[config.mk]
export PLATFORM = sky130hd
export DESIGN_NAME = uart_mode_status_core
export DESIGN_NICKNAME = d
export VERILOG_FILES = /design/src/uart_pkg.sv /design/src/uart_fifo.sv /design/src/uart_baud.sv /design/src/uart_mode_status_core.sv
export SDC_FILE = /design/constraint.sdc
export NUM_CORES = 1
export LEC_CHECK = 0
export BUFFER_PORTS_ARGS = -buffer_cell sky130_fd_sc_hd__buf_2
export CAP_MARGIN = 20
export CORE_MARGIN = 5
export CORE_UTILIZATION = 60
export DETAILED_ROUTE_END_ITERATION = 12
export HOLD_SLACK_MARGIN = 0.06
export PLACE_DENSITY = 0.89
export SYNTH_ARGS = -nofsm -noshare
export SYNTH_HDL_FRONTEND = slang
export SYNTH_SLANG_ARGS = --single-unit
[constraint.sdc]
create_clock -name clk_sys -period 4 [get_ports clk_sys]
set_input_delay 0.6 -clock clk_sys [delete_from_list [all_inputs] [get_ports clk_sys]]
set_output_delay 0.6 -clock clk_sys [all_outputs]
set_load 0.005 [all_outputs]
[src/uart_pkg.sv]
package uart_pkg;
   // ----------------------------------------
   // register byte offsets
   // ----------------------------------------
   localparam logic [3:0] MODE_OFS = 4'h0;
   localparam logic [3:0] STA_OFS = 4'h4;
   localparam logic [3:0] TXD_OFS = 4'h8;
   localparam logic [3:0] RXD_OFS = 4'hc;
   localparam logic [3:0] DIV_OFS = 4'h0;
   // ----------------------------------------
   // mode register fields
   // ----------------------------------------
   localparam int M_EN = 15;
   localparam int M_SIDL = 13;
   localparam int M_IR = 12;
   localparam int M_REQUEST_PIN_MODE = 11;
   localparam int M_PIN = 8;
   localparam int M_WAKE = 7;
   localparam int M_LPB = 6;
   localparam int M_ABD = 5;
   localparam int M_RXINV = 4;
   localparam int M_HS = 3;
   localparam int M_FMT = 1;
   localparam int M_STOP = 0;
   localparam logic [15:0] MODE_WMASK = 16'hbbff;
   // ----------------------------------------
   // status register fields
   // ----------------------------------------
   localparam int S_TXI1 = 15;
   localparam int S_TXPOL = 14;
   localparam int S_TXI0 = 13;
   localparam int S_BRK = 11;
   localparam int S_TXEN = 10;
   localparam int S_TXF = 9;
   localparam int S_TRANSMITTER_EMPTY_FLAG = 8;
   localparam int S_RXI = 6;
   localparam int S_ADDR = 5;
   localparam int S_RECEIVER_IDLE_FLAG = 4;
   localparam int S_PARITY_ERROR_FLAG = 3;
   localparam int S_FRAMING_ERROR_FLAG = 2;
   localparam int S_OVERRUN_ERROR_FLAG = 1;
   localparam int S_RXDA = 0;
   localparam logic [15:0] STA_WMASK = 16'he4e0;
   // ----------------------------------------
   // codes and counts
   // ----------------------------------------
   localparam logic [1:0] PIN_BCLK = 2'h3;
   localparam logic [1:0] PIN_CTS = 2'h2;
   localparam logic [1:0] PIN_RTS = 2'h1;
   localparam logic [1:0] FMT_9N = 2'h3;
   localparam logic [1:0] FMT_8O = 2'h2;
   localparam logic [1:0] FMT_8E = 2'h1;
   localparam logic [1:0] TXI_EMPTY = 2'h2;
   localparam logic [1:0] TXI_DONE = 2'h1;
   localparam logic [1:0] RXI_FULL = 2'h3;
   localparam logic [1:0] RXI_3Q = 2'h2;
   localparam logic [3:0] BREAK_ZEROS = 4'hc;
   localparam int FIFO_DEPTH = 4;
   localparam logic [4:0] TICKS_STD = 5'h10;
   localparam logic [4:0] TICKS_HS = 5'h04;
   localparam logic [8:0] SYNC_CHAR = 9'h055;
endpackage

[src/uart_fifo.sv]
`timescale 1ns/100ps
module uart_fifo
   import uart_pkg::*;
#(
   parameter int WIDTH = 11,
   parameter int DEPTH = FIFO_DEPTH
) (
   input wire logic clk_sys,
   input wire logic rstn,
   input wire logic flush,
   input wire logic push,
   input wire logic [WIDTH-1:0] din,
   input wire logic pop,
   output logic [WIDTH-1:0] dout,
   output logic [$clog2(DEPTH):0] count
);
   localparam int AW = $clog2(DEPTH);
   logic [WIDTH-1:0] mem [DEPTH];
   logic [AW-1:0] rd_reg;
   logic [AW-1:0] wr_reg;
   logic [AW:0] cnt_reg;
   wire do_push = push && (cnt_reg != DEPTH[AW:0]);
   wire do_pop = pop && (cnt_reg != '0);
   // head word and fill level
   assign dout = mem[rd_reg];
   assign count = cnt_reg;
   // storage array
   always_ff @(posedge clk_sys) begin
      if (do_push) begin
         mem[wr_reg] <= din;
      end
   end
   // pointers and count
   always_ff @(posedge clk_sys or negedge rstn) begin
      if (!rstn) begin
         rd_reg <= '0;
         wr_reg <= '0;
         cnt_reg <= '0;
      end else if (flush) begin
         rd_reg <= '0;
         wr_reg <= '0;
         cnt_reg <= '0;
      end else begin
         if (do_push) wr_reg <= wr_reg + 1'b1;
         if (do_pop) rd_reg <= rd_reg + 1'b1;
         cnt_reg <= cnt_reg + {{AW{1'b0}}, do_push} - {{AW{1'b0}}, do_pop};
      end
   end
endmodule // uart_fifo

[src/uart_baud.sv]
`timescale 1ns/100ps
module uart_baud
   import uart_pkg::*;
#(
   parameter int DIV_W = 16
) (
   input wire logic clk_sys,
   input wire logic rstn,
   input wire logic run,
   input wire logic clear,
   input wire logic [DIV_W-1:0] divisor,
   output logic tick
);
   logic [DIV_W-1:0] cnt_reg;
   wire wrap = (cnt_reg >= divisor);
   // free running divider, one tick per divisor+1 clocks
   always_ff @(posedge clk_sys or negedge rstn) begin
      if (!rstn) begin
         cnt_reg <= '0;
         tick <= 1'b0;
      end else if (clear || !run) begin
         cnt_reg <= '0;
         tick <= 1'b0;
      end else begin
         cnt_reg <= wrap ? '0 : cnt_reg + 1'b1;
         tick <= wrap;
      end
   end
endmodule // uart_baud

[src/uart_mode_status_core.sv]
// Implementation choices: the Wishbone slave port and the register offsets.
`timescale 1ns/100ps
module uart_mode_status_core
   import uart_pkg::*;
#(
   parameter int DIV_W = 16
) (
   input wire logic clk_sys,
   input wire logic rstn,
   input wire logic wb_cyc_i,
   input wire logic wb_stb_i,
   input wire logic wb_we_i,
   input wire logic [3:0] wb_adr_i,
   input wire logic [3:0] wb_sel_i,
   input wire logic [31:0] wb_dat_i,
   output logic [31:0] wb_dat_o,
   output logic wb_ack_o,
   input wire logic sleep_mode,
   input wire logic serial_rx_pin,
   input wire logic clear_to_send_n,
   output logic serial_tx_pin,
   output logic serial_tx_oe_n,
   output logic request_to_send_n,
   output logic request_oe_n,
   output logic baud_clk_out,
   output logic baud_clk_oe_n,
   output logic tx_irq,
   output logic rx_irq,
   output logic wake_irq,
   output logic address_char
);
   // ----------------------------------------
   // registers
   // ----------------------------------------
   logic [15:0] mode_reg;
   logic [15:0] sta_reg;
   logic [DIV_W-1:0] div_reg;
   logic ack_reg;
   logic [31:0] rdat_reg;
   // ----------------------------------------
   // bus decode
   // ----------------------------------------
   wire req = wb_cyc_i && wb_stb_i && !ack_reg;
   wire wr_lo = req && wb_we_i && wb_sel_i[0];
   wire wr_hi = req && wb_we_i && wb_sel_i[1];
   wire wr_any = req && wb_we_i;
   wire sel_mode = (wb_adr_i == MODE_OFS);
   wire sel_sta = (wb_adr_i == STA_OFS);
   wire sel_txd = (wb_adr_i == TXD_OFS);
   wire sel_rxd = (wb_adr_i == RXD_OFS);
   wire rd_rxd = req && !wb_we_i && sel_rxd;
   wire wr_div = wr_any && sel_mode && wb_sel_i[2]; // divisor in upper half of word 0
   // ----------------------------------------
   // mode decode
   // ----------------------------------------
   wire en = mode_reg[M_EN];
   wire [1:0] pins = mode_reg[M_PIN+:2];
   wire ir_on = mode_reg[M_IR] && !mode_reg[M_HS];
   wire nine = mode_reg[M_FMT+:2] == FMT_9N;
   wire par_on = (mode_reg[M_FMT+:2] == FMT_8O) || (mode_reg[M_FMT+:2] == FMT_8E);
   wire par_odd = mode_reg[M_FMT+:2] == FMT_8O;
   wire txen = sta_reg[S_TXEN] && en;
   wire cts_used = pins == PIN_CTS;
   wire [4:0] tpb = mode_reg[M_HS] ? TICKS_HS : TICKS_STD;
   // ----------------------------------------
   // baud generator
   // ----------------------------------------
   logic tick;
   uart_baud #(.DIV_W(DIV_W)) u_baud (
      .clk_sys(clk_sys),
      .rstn(rstn),
      .run(en),
      .clear(wr_div),
      .divisor(div_reg),
      .tick(tick)
   );
   // ----------------------------------------
   // transmit buffer and serializer
   // ----------------------------------------
   typedef enum {TX_IDLE, TX_SHIFT} tx_state_e;
   tx_state_e tx_st;
   logic [11:0] tx_sh_reg;
   logic [4:0] tx_tick_reg;
   logic [3:0] tx_bits_reg;
   logic tx_line_reg;
   logic tx_brk_reg;
   logic [8:0] tx_head;
   logic [2:0] tx_cnt;
   wire tx_push = wr_any && sel_txd && txen;
   wire tx_start = (tx_st == TX_IDLE) && (tx_cnt != '0) && txen && !(cts_used && clear_to_send_n);
   wire tx_par = par_odd ? ~^tx_head[7:0] : ^tx_head[7:0];
   wire [3:0] tx_nbits = sta_reg[S_BRK] ? BREAK_ZEROS + 4'h1 :
                         4'h9 + {3'h0, nine | par_on} + {3'h0, mode_reg[M_STOP]};
   wire tx_bit_end = tick && (tx_tick_reg == tpb - 5'h01);
   wire tx_done = (tx_st == TX_SHIFT) && tx_bit_end && (tx_bits_reg == tx_nbits);
   uart_fifo #(.WIDTH(9)) u_txf (
      .clk_sys(clk_sys),
      .rstn(rstn),
      .flush(!txen),
      .push(tx_push),
      .din(wb_dat_i[8:0]),
      .pop(tx_start),
      .dout(tx_head),
      .count(tx_cnt)
   );
   // shift out start, data, parity, stop; break sends zeros
   always_ff @(posedge clk_sys or negedge rstn) begin
      if (!rstn) begin
         tx_st <= TX_IDLE;
         tx_sh_reg <= '0;
         tx_tick_reg <= '0;
         tx_bits_reg <= '0;
         tx_line_reg <= 1'b1;
         tx_brk_reg <= 1'b0;
      end else if (!txen) begin
         tx_st <= TX_IDLE;
         tx_line_reg <= 1'b1;
      end else if (tx_start) begin
         tx_st <= TX_SHIFT;
         tx_brk_reg <= sta_reg[S_BRK];
         tx_sh_reg <= sta_reg[S_BRK] ? 12'h000 :
                      {2'h3, nine ? tx_head[8] : (par_on ? tx_par : 1'b1), tx_head[7:0], 1'b0};
         tx_tick_reg <= '0;
         tx_bits_reg <= '0;
      end else if (tx_st == TX_SHIFT && tick) begin
         tx_tick_reg <= tx_bit_end ? 5'h00 : tx_tick_reg + 5'h01;
         if (tx_tick_reg == 5'h00) begin
            tx_line_reg <= (tx_bits_reg > BREAK_ZEROS) ? 1'b1 : tx_sh_reg[0];
            tx_sh_reg <= {1'b1, tx_sh_reg[11:1]};
         end
         if (tx_bit_end) tx_bits_reg <= tx_bits_reg + 4'h1;
         if (tx_done) tx_st <= TX_IDLE;
      end
   end
   // ----------------------------------------
   // receive path
   // ----------------------------------------
   typedef enum {RX_IDLE, RX_SHIFT} rx_state_e;
   rx_state_e rx_st;
   logic [4:0] rx_tick_reg;
   logic [3:0] rx_bits_reg;
   logic [10:0] rx_sh_reg;
   logic rx_prev_reg;
   logic [10:0] rx_head;
   logic [2:0] rx_cnt;
   logic rx_flush;
   // loopback, infrared level inversion and polarity
   wire rx_pin_lvl = mode_reg[M_RXINV] ? ~serial_rx_pin : serial_rx_pin;
   wire rx_ir_lvl = ir_on ? ~rx_pin_lvl : rx_pin_lvl;
   wire rx_in = mode_reg[M_LPB] ? tx_line_reg : rx_ir_lvl;
   wire [3:0] rx_nbits = 4'h9 + {3'h0, nine | par_on};
   wire rx_sample = tick && (rx_tick_reg == {1'b0, tpb[4:1]});
   wire rx_last = rx_sample && (rx_bits_reg == rx_nbits);
   // bits enter at the top, so the field position follows the frame length
   wire [8:0] rx_data = nine ? rx_sh_reg[10:2] :
                        par_on ? {1'b0, rx_sh_reg[9:2]} : {1'b0, rx_sh_reg[10:3]};
   wire rx_parity_error_flag = par_on && ((^rx_sh_reg[10:2]) != par_odd);
   wire rx_framing_error_flag = !rx_in;
   wire rx_full = rx_cnt == FIFO_DEPTH[2:0];
   wire rx_push = rx_last && !rx_full;
   wire rx_ovf = rx_last && rx_full;
   uart_fifo #(.WIDTH(11)) u_rxf (
      .clk_sys(clk_sys),
      .rstn(rstn),
      .flush(rx_flush),
      .push(rx_push),
      .din({rx_parity_error_flag, rx_framing_error_flag, rx_data}),
      .pop(rd_rxd),
      .dout(rx_head),
      .count(rx_cnt)
   );
   // start detect, mid-bit sampling of each bit
   always_ff @(posedge clk_sys or negedge rstn) begin
      if (!rstn) begin
         rx_st <= RX_IDLE;
         rx_tick_reg <= '0;
         rx_bits_reg <= '0;
         rx_sh_reg <= '0;
         rx_prev_reg <= 1'b1;
      end else begin
         rx_prev_reg <= rx_in;
         if (!en || rx_flush) begin
            rx_st <= RX_IDLE;
         end else if (rx_st == RX_IDLE) begin
            if (rx_prev_reg && !rx_in) begin // falling edge only, a low stop bit is no start
               rx_st <= RX_SHIFT;
               rx_tick_reg <= '0;
               rx_bits_reg <= '0;
            end
         end else if (tick) begin
            rx_tick_reg <= (rx_tick_reg == tpb - 5'h01) ? 5'h00 : rx_tick_reg + 5'h01;
            if (rx_sample) begin
               rx_sh_reg <= {rx_in, rx_sh_reg[10:1]};
               rx_bits_reg <= rx_bits_reg + 4'h1;
            end
            if (rx_last) rx_st <= RX_IDLE;
         end
      end
   end
   // ----------------------------------------
   // register file and hardware side effects
   // ----------------------------------------
   wire overrun_error_flag_clr = wr_lo && sel_sta && !wb_dat_i[S_OVERRUN_ERROR_FLAG] && sta_reg[S_OVERRUN_ERROR_FLAG];
   assign rx_flush = overrun_error_flag_clr;
   wire wake_fall = mode_reg[M_WAKE] && sleep_mode && rx_prev_reg && !rx_in;
   wire wake_rise = mode_reg[M_WAKE] && !rx_prev_reg && rx_in;
   wire abd_done = rx_push && mode_reg[M_ABD] && (rx_data == SYNC_CHAR);
   wire [15:0] mode_wr = {wr_hi ? wb_dat_i[15:8] : mode_reg[15:8], wr_lo ? wb_dat_i[7:0] : mode_reg[7:0]};
   wire [15:0] sta_wr = {wr_hi ? wb_dat_i[15:8] : sta_reg[15:8], wr_lo ? wb_dat_i[7:0] : sta_reg[7:0]};
   logic [15:0] mode_next;
   logic [15:0] sta_next;
   // mode register with self-clearing bits
   always_comb begin
      mode_next = (wr_any && sel_mode) ? (mode_wr & MODE_WMASK) : mode_reg;
      if (wake_rise) mode_next[M_WAKE] = 1'b0;
      if (abd_done) mode_next[M_ABD] = 1'b0;
   end
   // status register: writable bits, hardware flags, overrun set beats clear
   always_comb begin
      sta_next = (wr_any && sel_sta) ? (sta_wr & STA_WMASK) | (sta_reg & ~STA_WMASK) : sta_reg;
      if (tx_done && tx_brk_reg) sta_next[S_BRK] = 1'b0;
      if (overrun_error_flag_clr) sta_next[S_OVERRUN_ERROR_FLAG] = 1'b0;
      if (rx_ovf) sta_next[S_OVERRUN_ERROR_FLAG] = 1'b1;
      sta_next[S_TXF] = tx_cnt == FIFO_DEPTH[2:0];
      sta_next[S_TRANSMITTER_EMPTY_FLAG] = (tx_cnt == '0) && (tx_st == TX_IDLE) && !tx_start;
      sta_next[S_RECEIVER_IDLE_FLAG] = rx_st == RX_IDLE;
      sta_next[S_PARITY_ERROR_FLAG] = (rx_cnt != '0) && rx_head[10];
      sta_next[S_FRAMING_ERROR_FLAG] = (rx_cnt != '0) && rx_head[9];
      sta_next[S_RXDA] = rx_cnt != '0;
      sta_next[12] = 1'b0;
   end
   // registers
   always_ff @(posedge clk_sys or negedge rstn) begin
      if (!rstn) begin
         mode_reg <= 16'h0000;
         sta_reg <= 16'h0110;
         div_reg <= '0;
      end else begin
         mode_reg <= mode_next;
         sta_reg <= sta_next;
         if (wr_div) div_reg <= wb_dat_i[16+:DIV_W];
      end
   end
   // ----------------------------------------
   // bus answer
   // ----------------------------------------
   wire [31:0] rd_mux = sel_mode ? {div_reg, mode_reg} :
                        sel_sta ? {16'h0000, sta_reg} :
                        sel_rxd ? {21'h000000, rx_head[10:9], rx_head[8:0]} : 32'h00000000;
   always_ff @(posedge clk_sys or negedge rstn) begin
      if (!rstn) begin
         ack_reg <= 1'b0;
         rdat_reg <= '0;
      end else begin
         ack_reg <= req;
         rdat_reg <= req ? rd_mux : rdat_reg;
      end
   end
   assign wb_ack_o = ack_reg;
   assign wb_dat_o = rdat_reg;
   // ----------------------------------------
   // pins and events
   // ----------------------------------------
   logic bclk_reg;
   wire [1:0] txi = {sta_reg[S_TXI1], sta_reg[S_TXI0]};
   wire rxi_hit = (sta_reg[S_RXI+:2] == RXI_FULL) ? (rx_cnt == 3'h3) :
                  (sta_reg[S_RXI+:2] == RXI_3Q) ? (rx_cnt == 3'h2) : 1'b1;
   wire txi_hit = (txi == TXI_EMPTY) ? (tx_start && tx_cnt == 3'h1) :
                  (txi == TXI_DONE) ? (tx_done && tx_cnt == '0) : (txi == 2'h0) && tx_start;
   // infrared pulse: 3/16 of bit at start of each zero bit
   wire ir_pulse = !tx_line_reg && (tx_tick_reg < 5'h03);
   wire ir_idle = sta_reg[S_TXPOL];
   wire tx_level = ir_on ? (ir_pulse ? ~ir_idle : ir_idle) : tx_line_reg;
   always_ff @(posedge clk_sys or negedge rstn) begin
      if (!rstn) begin
         serial_tx_pin <= 1'b1;
         serial_tx_oe_n <= 1'b1;
         request_to_send_n <= 1'b1;
         request_oe_n <= 1'b1;
         baud_clk_out <= 1'b0;
         baud_clk_oe_n <= 1'b1;
         bclk_reg <= 1'b0;
         tx_irq <= 1'b0;
         rx_irq <= 1'b0;
         wake_irq <= 1'b0;
         address_char <= 1'b0;
      end else begin
         serial_tx_pin <= tx_level;
         serial_tx_oe_n <= !(txen && !mode_reg[M_LPB]);
         request_oe_n <= !(en && (pins == PIN_CTS || pins == PIN_RTS));
         // simplex asserts while sending, flow control while room remains
         request_to_send_n <= mode_reg[M_REQUEST_PIN_MODE] ? (tx_st == TX_IDLE) : rx_full;
         if (tick) bclk_reg <= ~bclk_reg;
         baud_clk_out <= bclk_reg && en && pins == PIN_BCLK;
         baud_clk_oe_n <= !(en && pins == PIN_BCLK);
         tx_irq <= txi_hit;
         rx_irq <= rx_push && rxi_hit;
         wake_irq <= wake_fall;
         address_char <= rx_push && nine && sta_reg[S_ADDR] && rx_data[8];
      end
   end
   // ----------------------------------------
   // checks
   // ----------------------------------------
   brk_clear_a: assert property (@(posedge clk_sys) disable iff (!rstn)
      (tx_done && tx_brk_reg && !wr_any) |=> !sta_reg[S_BRK]) else $error("break bit not cleared");
   tx_full_a: assert property (@(posedge clk_sys) disable iff (!rstn)
      (tx_cnt == 3'h4) |=> sta_reg[S_TXF]) else $error("tx full flag wrong");
   transmitter_empty_flag_a: assert property (@(posedge clk_sys) disable iff (!rstn)
      (tx_st == TX_SHIFT) |=> !sta_reg[S_TRANSMITTER_EMPTY_FLAG]) else $error("tx empty flag set while busy");
   rxda_a: assert property (@(posedge clk_sys) disable iff (!rstn)
      $rose(rx_cnt != '0) |=> sta_reg[S_RXDA]) else $error("data available flag missing");
   ovr_set_a: assert property (@(posedge clk_sys) disable iff (!rstn)
      rx_ovf |=> sta_reg[S_OVERRUN_ERROR_FLAG]) else $error("overrun not flagged");
   ovr_flush_a: assert property (@(posedge clk_sys) disable iff (!rstn)
      (overrun_error_flag_clr && !rx_ovf) |=> (rx_cnt == '0)) else $error("overrun clear did not flush");
   div_clear_a: assert property (@(posedge clk_sys) disable iff (!rstn)
      wr_div |=> !tick ##1 (u_baud.cnt_reg <= 16'h0001)) else $error("baud timer not cleared");
   cts_hold_a: assert property (@(posedge clk_sys) disable iff (!rstn)
      (cts_used && clear_to_send_n && tx_st == TX_IDLE) |=> (tx_st == TX_IDLE)) else $error("sent against cts");
   bclk_off_a: assert property (@(posedge clk_sys) disable iff (!rstn)
      (pins != PIN_BCLK) |=> !baud_clk_out) else $error("baud clock out of mode");
   cov_tx_c: cover property (@(posedge clk_sys) disable iff (!rstn) tx_done);
   cov_rx_c: cover property (@(posedge clk_sys) disable iff (!rstn) rx_push);
   cov_ovf_c: cover property (@(posedge clk_sys) disable iff (!rstn) rx_ovf);
   cov_brk_c: cover property (@(posedge clk_sys) disable iff (!rstn) tx_done && tx_brk_reg);
endmodule // uart_mode_status_core

==> metrics.cfg <==
[run_status]
status=finished, final reports clean

[synthesis]
synth_flop_cell=dfrtp_1
ys_warn_count=0
synth_edf_count=80
netlist_area_um2=10900
syn_area_per_cell_um2=11.93
yosysSeqAreaShare=0.5931
ys_ff_latch=242
synth.net_count=1005
synthCells=914
netlist-cell-type-count=60
ys_async_sr_fraction=0.6694

[sta]
period_needed_ps=3204
fin_skew_ps=26.63
setup_slack_ps=796.1
finalCritPeriodShare=0.8010
rsz0062_at_grt=false
finalSetupViolCount=0
hold_ws_ps=146.2
slew_headroom=0.4031
finalSetupTns_ps=0
worst-slew-pin-transition_ps=888.5
finalHoldViolCount=0
fmax_mhz=312.1
slew_violations=0

[floorplanning]
pin_count=91
start_util=0.6091
num_rows=49
dieWidth_um=144.8
chipHeight_um=144.8
core_um2=17900
die-area_um2=20970

[placed_design]
hpwlAfterDp_mm=16.56
gp_congestion=0.8494
place_ws_ps=788.4
port_buffers=89

[detailed_routing]
ant_nets=0
wl_mm=24.31
routedWlPerCell_um=19.34
drc=0
drtIter0Drc=551
vias_per_cell=5.959
via_count=7490
dr.pass1.iters=6

[grt]
grt_first_pass_wirelength_mm=39.03
grt_pass1_vias=7460
grt_max_degree=89
antenna_found_initial=1
grt_usage=0.2375
use_met2=0.3944
use_met3=0.03943
gr-max-usage-layer=met2
grt_use_met1=0.3181
grt_overflow=0

[clock_network]
ctsLongestPathBuffers=3
cts_resized=0
clkLatencyLatePin_ps=530
htreeDepth=1
path_clk_slew_ps=60
clock-sinks=242
cts_tree=built
cts_buffers=25
holdBufCountCts=0
post-cts-setup-buffers=0
cts_root_buf=clkbuf_16

[pwr]
ir_worst_vdd_uv=450.5
leakage_uw=0.005391
power_uw=5411
power_density_nw_per_um2=435.3

[setup_path]
path_class=flop to flop
cp.arrival_ps=3590
required_ps=4390
path_max_fanout=16
cp-end-kind=flop
start_kind=flop

[finish]
top_register=u_rxf.mem
syn_to_final_growth_pct=13.99
layout-drive-gt1-share=0.1984
largest_register_ffs=44
antenna_cells=0
layout.nets=1100

[run]
max_cap_violations=0

[hold_path]
hp-class=primary input to async pin

[cells in the final DEF, fill, tap and decap left out, types with 4 or more instances in the layout]
cell,instances
nand3_1,35
clkbuf_1,5
dfstp_2,9
nor2b_1,11
mux4_2,20
buf_4,13
o21ai_1,13
xnor2_1,29
dfrtp_1,153
nand2_1,125
buf_2,88
a222oi_1,10
a21oi_1,23
edfxtp_1,80
and3_1,8
o21ai_0,40
inv_1,45
nor3_1,12
nor2_1,73
mux2i_1,5
clkbuf_16,25
mux2_2,28
nand2b_1,10
clkinv_1,5
a21o_1,4
ha_1,41
mux2_1,8
nand4_1,10
and2_1,10
a31oi_1,12
clkinv_2,4
xor2_1,18
[metrics by stage]
step	area, µm²	instances	utilization
after detailed placement	11620	1210	0.6489
final	12430	1257	0.6943
after CTS	12420	1256	0.6939
after floorplan	10900	914	-
after global placement	11620	1210	0.6489
after global routing	12430	1257	0.6943
[cells in the mapped netlist (4+ instances only)]
cell / instances / share of area
nor3_1: 12 / 0.0055
mux2i_1: 5 / 0.0046
a31oi_1: 12 / 0.0069
nor2b_1: 11 / 0.0063
nand2_1: 125 / 0.043
o21ai_1: 13 / 0.0060
buf_2: 5 / 0.0023
mux2_2: 28 / 0.029
mux4_2: 20 / 0.041
nor2_1: 73 / 0.025
nand3_1: 35 / 0.016
o21ai_0: 40 / 0.018
edfxtp_1: 80 / 0.22
clkbuf_1: 26 / 0.0089
ha_1: 41 / 0.047
a222oi_1: 10 / 0.0092
xor2_1: 18 / 0.014
dfstp_2: 9 / 0.022
mux2_1: 8 / 0.0083
inv_1: 45 / 0.015
nand2b_1: 10 / 0.0057
and2_1: 10 / 0.0057
nand4_1: 10 / 0.0057
xnor2_1: 29 / 0.023
a21oi_1: 23 / 0.011
and3_1: 8 / 0.0046
dfrtp_1: 153 / 0.35
a21o_1: 4 / 0.0028
[kinds of logic after synthesis]
logic type               Yosys count  synth area share
buffers and inverters             82           0.02949
flip-flops                       242            0.5931
XOR/XNOR                          48           0.03924
adder cells (fa/ha/maj)           43           0.05072
multiplexers                      61           0.08308
AO/OA/AOI/OAI                    124           0.07034
AND/OR/NAND/NOR                  314            0.1340
[final timing paths]
path	from	to	slack [ps]	cells after the start
max	mode_reg[8]$_DFFE_PN0P_	u_txf.count[2]$_DFF_PN0_	800	13
min reg2reg	wb_dat_o[28]$_DFFE_PN0N_	wb_dat_o[28]$_DFFE_PN0N_	460	2
min	rstn	tx_sh_reg[5]$_DFFE_PN0P_	150	1
min in group clk_sys	wb_dat_i[23]	div_reg[7]$_DFFE_PN0P_	270	3
max in group asynchronous	rstn	wake_irq$_DFF_PN0_	2990	2
max reg2reg	mode_reg[8]$_DFFE_PN0P_	u_txf.count[2]$_DFF_PN0_	800	13
[worst max-delay path, cell delays in order (launching register included)]
cell,delay [ps]
dfrtp_1,400
inv_1,60
ha_1,200
a211o_1,370
or2_1,450
inv_2,340
ha_1,290
inv_1,60
ha_1,140
inv_1,50
fa_1,370
xor2_1,170
xnor2_1,130
nor2_1,50
[where the power goes]
group / internal [µW] / switching [µW] / total, µW
clock network: 1340 / 949 / 2290
registers: 2650 / 95.2 / 2740
logic: 156 / 219 / 375
[layout make-up]
cell class                 count  area (µm²)
timing repair buffer         103       569.3
tap                          229       286.5
fill                        1161        5473
clock inverter                16       161.4
inverter                      47       176.4
sequential                   242        6467
clock buffer                  30       644.4
multi-input combinational    590        4124
[metal layers]
layer,vias up,wire (µm)
met5,-,12
met4,2,863
met3,72,1688
met2,307,12230
met1,3698,9522
li1,3411,-
(Power assumes the default switching activity.)
